===== src/shared/timer_cc_defs.svh =====
// Constants of the capture/compare timer channel: offsets, fields, resets.
// Assumes inclusion by bare name from files that need the numbers.
`ifndef TIMER_CC_DEFS_SVH
`define TIMER_CC_DEFS_SVH

// Register byte offsets on the plain register port.
`define TCC_OFF_MODE 8'h00
`define TCC_OFF_OCTL 8'h04
`define TCC_OFF_COUNT 8'h08
`define TCC_OFF_CCA 8'h0C
`define TCC_OFF_CCB 8'h10
`define TCC_OFF_STATUS 8'h14
`define TCC_OFF_MASK 8'h18

// Mode control register fields.
`define TCC_MODE_OP_LSB 0
`define TCC_MODE_CAPA 2
`define TCC_MODE_CAPB 3
`define TCC_MODE_SELA 4
`define TCC_MODE_EDGE_INV 5
`define TCC_MODE_ESA_LSB 6
`define TCC_MODE_ESB_LSB 8

// Output control register fields.
`define TCC_OCTL_INVA 0
`define TCC_OCTL_LVR 1
`define TCC_OCTL_LVS 2
`define TCC_OCTL_INVB 3

// Interrupt status and mask fields.
`define TCC_IRQ_A 0
`define TCC_IRQ_B 1
`define TCC_IRQ_OVF 2

// Reset values and the top count.
`define TCC_RST_MODE 10'h000
`define TCC_RST_OCTL 4'h0
`define TCC_RST_CC 16'h0000
`define TCC_RST_MASK 3'h7
`define TCC_COUNT_MAX 16'hFFFF

// Main clocks per count clock.
`define TCC_CNT_DIV 8'h04

`endif


===== src/shared/timer_cc_pkg.sv =====
// Types shared by the timer channel: bus request, modes and state records.
// Assumes the constants header is compiled alongside.
package timer_cc_pkg;

	// One request on the plain register port.
	typedef struct packed {
		logic wr;
		logic rd;
		logic [7:0] addr;
		logic [31:0] wdata;
	} bus_req_s;

	// Operating mode of the counter.
	typedef enum logic [1:0] {
		OP_STOP = 2'h0,
		OP_FREE = 2'h1,
		OP_CLR_EDGE = 2'h2,
		OP_CLR_MATCH = 2'h3
	} op_mode_e;

	// Edge selection of a trigger input.
	typedef enum logic [1:0] {
		EDGE_FALL = 2'h0,
		EDGE_RISE = 2'h1,
		EDGE_BOTH = 2'h2,
		EDGE_NONE = 2'h3
	} edge_sel_e;

	// State of the edge detector.
	typedef struct packed {
		logic sync1;
		logic sync2;
		logic prev;
	} edge_state_s;

	// State of the timer channel.
	typedef struct packed {
		logic [9:0] mode;
		logic [3:0] octl;
		logic [15:0] counter;
		logic [15:0] cca;
		logic [15:0] ccb;
		logic [2:0] status;
		logic [2:0] mask;
		logic [7:0] div;
		logic pin;
		logic irq;
		logic [31:0] rdata;
	} tcc_state_s;

endpackage


===== src/rtl/timer_capture_output_control.sv =====
// 16-bit capture/compare timer channel with timer output control.
// Assumes a register master that follows the one-cycle strobe protocol.
`timescale 1ns/100ps
`include "timer_cc_defs.svh"
module timer_capture_output_control (
	// Clock and reset.
	input wire logic clock_i,
	input wire logic resetn_i,
	// Register port.
	input wire timer_cc_pkg::bus_req_s bus_i,
	output logic [31:0] rdata_o,
	// Trigger pins.
	input wire logic trigger_a_i,
	input wire logic trigger_b_i,
	// Timer output and interrupt.
	output logic timer_output_pin_o,
	output logic irq_o
);
	import timer_cc_pkg::*;

	tcc_state_s s_q, s_d;
	op_mode_e op;
	logic running, tick, edge_a, edge_b, cap_trig_a;
	logic cap_a, cap_b, match_a, match_b, tog_a, tog_b, tog_e;
	logic ovf, wr_octl;
	logic [2:0] irq_set, irq_clr;

	// Edge detectors for the two trigger pins.
	trigger_edge u_edge_a (
		.clock_i(clock_i),
		.resetn_i(resetn_i),
		.pin_i(trigger_a_i),
		.sel_i(edge_sel_e'(s_q.mode[`TCC_MODE_ESA_LSB +: 2])),
		.edge_o(edge_a)
	);

	trigger_edge u_edge_b (
		.clock_i(clock_i),
		.resetn_i(resetn_i),
		.pin_i(trigger_b_i),
		.sel_i(edge_sel_e'(s_q.mode[`TCC_MODE_ESB_LSB +: 2])),
		.edge_o(edge_b)
	);

	// Event decode from the present state.
	always_comb begin
		op = op_mode_e'(s_q.mode[`TCC_MODE_OP_LSB +: 2]);
		running = (op != OP_STOP);
		// The divider runs free, so the first count after a start lands
		// anywhere within one count clock.
		tick = running && (s_q.div == `TCC_CNT_DIV - 8'h01);
		cap_trig_a = s_q.mode[`TCC_MODE_SELA] ? edge_a : edge_b;
		cap_a = running && s_q.mode[`TCC_MODE_CAPA] && cap_trig_a;
		cap_b = running && s_q.mode[`TCC_MODE_CAPB] && edge_a;
		match_a = tick && !s_q.mode[`TCC_MODE_CAPA] &&
			(s_q.counter == s_q.cca);
		match_b = tick && !s_q.mode[`TCC_MODE_CAPB] &&
			(s_q.counter == s_q.ccb);
		tog_a = match_a && s_q.octl[`TCC_OCTL_INVA];
		tog_b = match_b && s_q.octl[`TCC_OCTL_INVB];
		// Only useful when the output is not on the trigger A pin.
		tog_e = running && s_q.mode[`TCC_MODE_EDGE_INV] && edge_a;
		ovf = tick && (s_q.counter == `TCC_COUNT_MAX);
		wr_octl = bus_i.wr && (bus_i.addr == `TCC_OFF_OCTL);
		irq_set = 3'h0;
		irq_set[`TCC_IRQ_A] = match_a | cap_a;
		irq_set[`TCC_IRQ_B] = match_b | cap_b;
		irq_set[`TCC_IRQ_OVF] = ovf;
		irq_clr = 3'h0;
		if (bus_i.wr && bus_i.addr == `TCC_OFF_STATUS) begin
			irq_clr = bus_i.wdata[2:0];
		end
	end

	// Next state: bus writes, counter, captures, pin and interrupt.
	always_comb begin
		s_d = s_q;
		if (s_q.div == `TCC_CNT_DIV - 8'h01) begin
			s_d.div = 8'h00;
		end else begin
			s_d.div = s_q.div + 8'h01;
		end

		// Register writes; a capture in the same cycle beats software.
		if (bus_i.wr) begin
			case (bus_i.addr)
				`TCC_OFF_MODE: s_d.mode = bus_i.wdata[9:0];
				`TCC_OFF_OCTL: s_d.octl = bus_i.wdata[3:0];
				`TCC_OFF_CCA: s_d.cca = bus_i.wdata[15:0];
				`TCC_OFF_CCB: s_d.ccb = bus_i.wdata[15:0];
				`TCC_OFF_MASK: s_d.mask = bus_i.wdata[2:0];
				default: s_d.mask = s_q.mask;
			endcase
		end
		// A read never blocks a capture; only the read value suffers.
		if (cap_a) begin
			s_d.cca = s_q.counter;
		end
		if (cap_b) begin
			s_d.ccb = s_q.counter;
		end

		// Counter: held at zero while stopped, so a start counts from zero.
		if (!running) begin
			s_d.counter = 16'h0000;
		end else if (op == OP_CLR_EDGE && edge_a) begin
			s_d.counter = 16'h0000;
		end else if (tick) begin
			if (op == OP_CLR_MATCH && s_q.counter == s_q.cca) begin
				s_d.counter = 16'h0000;
			end else begin
				s_d.counter = s_q.counter + 16'h0001;
			end
		end

		// Output pin: software levels while stopped, toggles while running.
		if (!running) begin
			if (wr_octl) begin
				case ({bus_i.wdata[`TCC_OCTL_LVS], bus_i.wdata[`TCC_OCTL_LVR]})
					2'h2: s_d.pin = 1'b1;
					2'h1: s_d.pin = 1'b0;
					default: s_d.pin = s_q.pin;
				endcase
			end
		end else begin
			// The preset level is the starting point of the toggles.
			s_d.pin = s_q.pin ^ tog_a ^ tog_b ^ tog_e;
		end

		// Sticky status: a new event wins over a clear in the same cycle.
		s_d.status = (s_q.status & ~irq_clr) | irq_set;
		s_d.irq = |(s_d.status & ~s_d.mask);

		// Read data stand only in the cycle after the read strobe.
		s_d.rdata = 32'h0000_0000;
		if (bus_i.rd) begin
			case (bus_i.addr)
				`TCC_OFF_MODE: s_d.rdata = {22'h000000, s_q.mode};
				`TCC_OFF_OCTL: s_d.rdata = {28'h0000000, s_q.octl};
				`TCC_OFF_COUNT: s_d.rdata = {16'h0000, s_q.counter};
				`TCC_OFF_CCA: s_d.rdata = {16'h0000, s_q.cca};
				`TCC_OFF_CCB: s_d.rdata = {16'h0000, s_q.ccb};
				`TCC_OFF_STATUS: s_d.rdata = {29'h00000000, s_q.status};
				`TCC_OFF_MASK: s_d.rdata = {29'h00000000, s_q.mask};
				default: s_d.rdata = 32'h0000_0000;
			endcase
		end
	end

	// State register.
	always_ff @(posedge clock_i or negedge resetn_i) begin
		if (!resetn_i) begin
			s_q.mode <= `TCC_RST_MODE;
			s_q.octl <= `TCC_RST_OCTL;
			s_q.counter <= 16'h0000;
			s_q.cca <= `TCC_RST_CC;
			s_q.ccb <= `TCC_RST_CC;
			s_q.status <= 3'h0;
			s_q.mask <= `TCC_RST_MASK;
			s_q.div <= 8'h00;
			s_q.pin <= 1'b0;
			s_q.irq <= 1'b0;
			s_q.rdata <= 32'h0000_0000;
		end else begin
			s_q <= s_d;
		end
	end

	// Every output is a flip-flop.
	assign rdata_o = s_q.rdata;
	assign timer_output_pin_o = s_q.pin;
	assign irq_o = s_q.irq;
endmodule // timer_capture_output_control


===== src/rtl/trigger_edge.sv =====
// Synchroniser and valid-edge detector for one trigger pin.
// Assumes an asynchronous pin; the edge pulse lasts one main clock.
`timescale 1ns/100ps
module trigger_edge (
	// Clock and reset.
	input wire logic clock_i,
	input wire logic resetn_i,
	// Pin and selection.
	input wire logic pin_i,
	input wire timer_cc_pkg::edge_sel_e sel_i,
	// Detected edge.
	output logic edge_o
);
	import timer_cc_pkg::*;

	edge_state_s s_q, s_d;

	// Two stages catch the pin; only the second one feeds the detector.
	always_comb begin
		s_d = s_q;
		s_d.sync1 = pin_i;
		s_d.sync2 = s_q.sync1;
		s_d.prev = s_q.sync2;
		case (sel_i)
			EDGE_FALL: edge_o = s_q.prev & ~s_q.sync2;
			EDGE_RISE: edge_o = ~s_q.prev & s_q.sync2;
			EDGE_BOTH: edge_o = s_q.prev ^ s_q.sync2;
			default: edge_o = 1'b0;
		endcase
	end

	// A pin already high at reset release is seen as a rising edge.
	always_ff @(posedge clock_i or negedge resetn_i) begin
		if (!resetn_i) begin
			s_q <= '0;
		end else begin
			s_q <= s_d;
		end
	end

endmodule // trigger_edge


===== config.mk =====
export PLATFORM = sky130hd
export DESIGN_NAME = timer_capture_output_control
export DESIGN_NICKNAME = d
export VERILOG_FILES = /design/src/shared/timer_cc_pkg.sv /design/src/rtl/timer_capture_output_control.sv /design/src/rtl/trigger_edge.sv
export VERILOG_INCLUDE_DIRS = /design/src /design/src/shared
export SDC_FILE = /design/constraint.sdc
export NUM_CORES = 1
export LEC_CHECK = 0
export ABC_AREA = 0
export BUFFER_PORTS_ARGS = -buffer_cell sky130_fd_sc_hd__buf_2
export CAP_MARGIN = 10
export CORE_MARGIN = 3
export CORE_UTILIZATION = 40
export CTS_CLUSTER_SIZE = 28
export DETAILED_ROUTE_END_ITERATION = 6
export MAX_ROUTING_LAYER = met4
export SYNTH_ARGS = -nofsm -noshare
export SYNTH_HDL_FRONTEND = slang
export SYNTH_SLANG_ARGS = --single-unit

===== constraint.sdc =====
create_clock -name clock_i -period 3.04 [get_ports clock_i]
set_input_delay 0.608 -clock clock_i [delete_from_list [all_inputs] [get_ports clock_i]]
set_output_delay 0.608 -clock clock_i [all_outputs]
set_load 0.01 [all_outputs]

==> results of run 1 <==
report_power, final:
group	switching [µW]	total, µW	internal [µW]
combinational	148	257	109
sequential	50.5	1430	1380
clock	522	1100	582
total	721	2790	2070
through the flow:
stage	hold WS, ns	cell area (µm²)	cells	setup WS [ns]	util [%]
floorplan	0.312	5770	587	0.996	-
global placement	0.336	5890	759	0.508	42.3
CTS	0.326	6180	775	0.424	44.4
detailed placement	0.336	5890	759	0.385	42.3
finish	0.302	6180	775	0.411	44.4
global route	0.349	6180	775	0.184	44.4
layout make-up:
cell class / count / area share [%]
Multi-Input combinational cell: 404 / 44.6
Sequential cell: 100 / 40.5
Timing Repair Buffer: 61 / 5.75
Clock buffer: 10 / 3.87
Tap cell: 180 / 3.64
Inverter: 14 / 0.850
Clock inverter: 6 / 0.769
synth_stat cells (4+ instances only):
master,count
xor2_1,11
a22o_1,14
and3_1,5
inv_1,14
mux2_2,21
nand4_1,12
nor2_1,39
nor4_1,4
dfrtp_1,97
nand2_1,61
ha_1,6
a22oi_1,8
clkbuf_1,13
a21oi_1,17
buf_6,6
a21o_1,4
buf_4,37
nor3_1,5
xnor2_1,27
nand3_1,18
buf_2,13
mux2i_1,42
o21ai_0,43
nand3b_1,5
registers in the layout (all words and copies together) (netlist names):
name	flops
irq_o	1
op	2
rdata_o	16
s_q	74
timer_output_pin_o	1
u_edge_a.s_d	2
u_edge_a.s_q	1
u_edge_b.s_d	2
u_edge_b.s_q	1
worst max-delay path, cell delays in order (launching register included):
cell      delay [ns]
dfrtp_1         0.38
inv_1           0.06
ha_1            0.26
nand2b_1        0.09
a21o_1          0.19
a31oi_1         0.18
a311oi_4        1.02
a21oi_1         0.13
o21ai_0         0.21
logic make-up after synthesis:
group,count (synthesis),synth area share [%]
buffers and inverters,83,8.96
other,1,0.0656
and+or+nand+nor,172,15.0
muxes,65,12.3
DFF,100,43.9
adders and majority gates,6,1.31
xor gates and xnor gates,41,6.79
AOI/OAI and AO/OA,104,11.7
worst min-delay path by stage:
| stage | slack [ns] | to | start | cells past startpoint |
|---|---|---|---|---|
| detailed placement | 0.34 | u_edge_a.s_d[0] | u_edge_a.s_d[1] | 0 |
| finish | 0.30 | s_q[39] | resetn_i | 1 |
| global placement | 0.34 | u_edge_a.s_d[0] | u_edge_a.s_d[1] | 0 |
| CTS | 0.33 | s_q[99] | resetn_i | 1 |
| global route | 0.35 | s_q[40] | resetn_i | 1 |
| floorplan | 0.31 | irq_o | resetn_i | 0 |
routing by layer:
| layer | vias to the layer above | global-route usage [%] | part of all wire, % |
|---|---|---|---|
| li1 | 1981 | - | - |
| met1 | 2006 | 23.1 | 45 |
| met2 | 99 | 29.3 | 49 |
| met3 | 16 | 3.16 | 4.1 |
| met4 | 0 | 6.19 | 2.0 |
| met5 | - | - | 0 |
==> metrics, run 1 <==
detailed-route via count 4102; leading post-synthesis cells by cell area dfrtp_1, mux2i_1, buf_4; multi-input logic area between 2000 and 3000 µm²; Cell variety after synth 59; first-pass GRT wire length between 20000 and 25000 µm; Seq/Total Area, Yosys between 40% and 50%; TritonRoute pass-1 iters 4; total track usage approximately 18%; core box area around 14000 µm²; Worst VDD drop between 0.0003 and 0.0004 V; CTS tree yes; Crit path required time 3.30 ns; Synth area leader dfrtp_1; slew at the pin closest to its max-slew limit about 1.2 ns; r2r setup slk 0.41 ns; status finished clean; Die Width about 130 µm; leakage power total 0.00283 µW; launch point of the worst path u_edge_a.s_d[0]; PnR Total Power 2790 µW; Mapped Cells between 500 and 600; die area 15800 µm²; crit path kind reg -> reg; cts bufs inserted 9; setup TNS 0 ns; worst-path maximum fanout 28; die height 126 µm; largest net degree at the start of global routing 53; WP data arrival 2.89 ns; worst hold path class in -> async; Setup Buffers After CTS 0; Synth-to-Final Area Change 8.19%; Synth Warn # 0; DRC Markers 0; initial antenna violation count 0; Layout fillers about 1300; mapped cell area around 5700 µm²; post-DP HPWL 9910 µm; CTS resizes 0; CP endpoint kind register; synthesized area per cell 9.99 µm²; DRT Wirelength ~14000 µm; initial drt markers 344; Final Hold Viols 0; Tmin final 2.63 ns; Max Buffers Root-to-Sink 2; row cnt 43; vias in the first global route 4165; I/O pin total 80; GRT Residual Overflow 0; Top FF cell, synth dfrtp_1; worst r2r src u_edge_a.s_d[0]; hold_buf cts 0; number of enable flip-flop cells after synthesis 0; H-tree depth 3; number of synthesized register bits 100; Routed Antenna Nets 0; Avg WL per Cell 17.6 µm; Clk Tree Root Cell clkbuf_16; final net count 642; commonest non-fill, non-tap cell in the layout dfrtp_1; Synth top area share 42.5%; gpl congestion 0.874; Slew HR 22.1%; most frequent cells in the layout dfrtp_1, nand2_1, buf_2; Initial Util 41.0%; Reg area 2510 µm²; Fmax achieved 380 MHz; PD cells ~450 nW/µm²; layout cells sized above 1 20.3%; unrepaired setup endpoints after global routing no; Synth async-reset ratio 100%; Startpoint Class register; CTS Sinks 100; max-slew violations 0; clock skew 0.00790 ns; fin crit share 86.5%; capturing point of the worst reg2reg path s_q[93]; Max Cap Viol 0; final setup fails 0; PortBufs 47; # diodes 0; worst r2r path cells 8; worst skew pair latency 0.35 ns; vias per cell 5.29; CP endpoint s_q[93]; clk slew on worst S/H paths ~0.07 ns
Note: power is estimated with default switching activity, not from simulation.
==> run 2, diff against run 1 <==
--- a/config.mk
+++ b/config.mk
@@ -11,6 +11,7 @@
 export CAP_MARGIN = 10
 export CORE_MARGIN = 3
 export CORE_UTILIZATION = 40
+export CTS_BUF_LIST = sky130_fd_sc_hd__clkbuf_4
 export CTS_CLUSTER_SIZE = 28
 export DETAILED_ROUTE_END_ITERATION = 6
 export MAX_ROUTING_LAYER = met4
==> metrics, run 2 (synthesis results as in run 1) <==
PortBufs 47 (unchanged); Fmax achieved 382 MHz (was 380 MHz); post-DP HPWL 9910 µm (unchanged); Clk Tree Root Cell clkbuf_4 (was clkbuf_16); row cnt 43 (unchanged); CP endpoint kind register (unchanged); largest net degree at the start of global routing 53 (unchanged); Initial Util 41.0% (unchanged); PnR Total Power 2330 µW (was 2790 µW); TritonRoute pass-1 iters 4 (unchanged); unrepaired setup endpoints after global routing no (unchanged); vias in the first global route 4125 (was 4165); WP data arrival 2.99 ns (was 2.89 ns); Critical Path, Cell by Cell inv_1 -> ha_1 -> nand2b_1 -> a21o_1 -> a31oi_1 -> a311oi_4 -> a21oi_1 -> o21ai_0 (unchanged); initial drt markers 343 (was 344); dpl cell area 5890 µm² (unchanged); cts bufs inserted 9 (unchanged); DRC Markers 0 (unchanged); Reg with most FFs s_q (unchanged); Max Buffers Root-to-Sink 2 (unchanged); setup TNS 0 ns (unchanged); GRT Residual Overflow 0 (unchanged); Place WS 0.385 ns (unchanged); clock skew 0.0232 ns (was 0.00790 ns); die height 126 µm (unchanged); gpl congestion 0.874 (unchanged); Tmin final 2.62 ns (was 2.63 ns); status finished clean (unchanged); worst-path maximum fanout 28 (unchanged); slew at the pin closest to its max-slew limit 1.14 ns (was 1.17 ns); worst r2r path cells 8 (unchanged); leakage power total 0.00275 µW (was 0.00283 µW); crit path kind reg -> reg (unchanged); r2r setup slk 0.42 ns (was 0.41 ns); commonest non-fill, non-tap cell in the layout dfrtp_1 (unchanged); Layout fillers 1364 (was 1339); Crit path required time 3.41 ns (was 3.30 ns); PD cells 388 nW/µm² (was 452 nW/µm²); Die Width 126 µm (unchanged); worst skew pair latency 0.46 ns (was 0.35 ns); layout cells sized above 1 20.2% (was 20.3%); final net count 642 (unchanged); total track usage 17.8% (was 18.1%); Routed Antenna Nets 0 (unchanged); most frequent cells in the layout dfrtp_1, nand2_1, buf_2 (unchanged); Setup WS post-layout 0.421 ns (was 0.411 ns); detailed-route via count 4127 (was 4102); fin util 43.2% (was 44.4%); I/O pin total 80 (unchanged); final setup fails 0 (unchanged); core box area 13900 µm² (unchanged); Critical Path Max Stage Delay 1.00 ns (was 1.02 ns); Avg WL per Cell 17.4 µm (was 17.6 µm); die area 15800 µm² (unchanged); Final Hold Viols 0 (unchanged); first-pass GRT wire length 21800 µm (was 22100 µm); Setup Buffers After CTS 0 (unchanged); worst hold path class in -> async (unchanged); initial antenna violation count 0 (unchanged); # diodes 0 (unchanged); CTS tree yes (unchanged); vias per cell 5.33 (was 5.29); Worst VDD drop 0.000155 V (was 0.000355 V); H-tree depth 3 (unchanged); max reg flops 74 (unchanged); Max Cap Viol 0 (unchanged); Startpoint Class register (unchanged); CTS Sinks 100 (unchanged); max-slew violations 0 (unchanged); fin crit share 86.2% (was 86.5%); clk slew on worst S/H paths 0.17 ns (was 0.07 ns); CTS resizes 0 (unchanged); Synth-to-Final Area Change 5.26% (was 8.19%); hold_buf cts 0 (unchanged); final instance area 6010 µm² (was 6180 µm²); Slowest cell on crit path a311oi_4 (unchanged); DRT Wirelength 13500 µm (was 13600 µm); Slew HR 23.9% (was 22.1%)
==> run 2: path summary, 6_finish.rpt <==
kind	end	start
min in group clock_i	u_edge_a.s_d[1]	trigger_a_i
max in group asynchronous	s_q[72]	resetn_i
min	s_q[60]	resetn_i
max reg2reg	s_q[93]	u_edge_a.s_d[0]
min reg2reg	u_edge_a.s_d[0]	u_edge_a.s_d[1]
max	s_q[93]	u_edge_a.s_d[0]
==> run 2: final cells by class <==
class	instances	area, µm²	area share (%)
inverters	14	52.6	0.874
well taps	180	225	3.75
clock buffers	9	67.6	1.12
clock inverters	7	51.3	0.853
repair buffers	61	355	5.91
multi-input cells	404	2760	45.8
flip-flops and latches	100	2510	41.7
==> run 2: worst max-delay path, delay by kind of cell, from the launching register on <==
family,cells,cell delay [ns]
AOI/OAI and AO/OA,5,1.69
DFF,1,0.42
adders and majority gates,1,0.26
and+or+nand+nor,1,0.09
buffers and inverters,1,0.06
==> run 2: metal layers <==
layer,GRT usage (%),part of all wire [%],vias up
li1,-,-,1980
met4,6.25,2.3,0
met5,-,0,-
met2,28.8,49,96
met3,2.61,4.0,22
met1,22.9,44,2029
==> run 2: per-stage QoR <==
stage	hold slack (ns)	std cells
finish	0.172	775
global route	0.175	775
floorplan	0.312	587
global placement	0.336	759
detailed placement	0.336	759
CTS	0.166	775
==> run 2: power by group <==
| part | total, µW | internal [µW] | switching, µW | leakage (µW) |
|---|---|---|---|---|
| clock network | 642 | 169 | 472 | 0.0000522 |
| registers | 1430 | 1380 | 50.3 | 0.00126 |
| logic | 256 | 109 | 148 | 0.00144 |
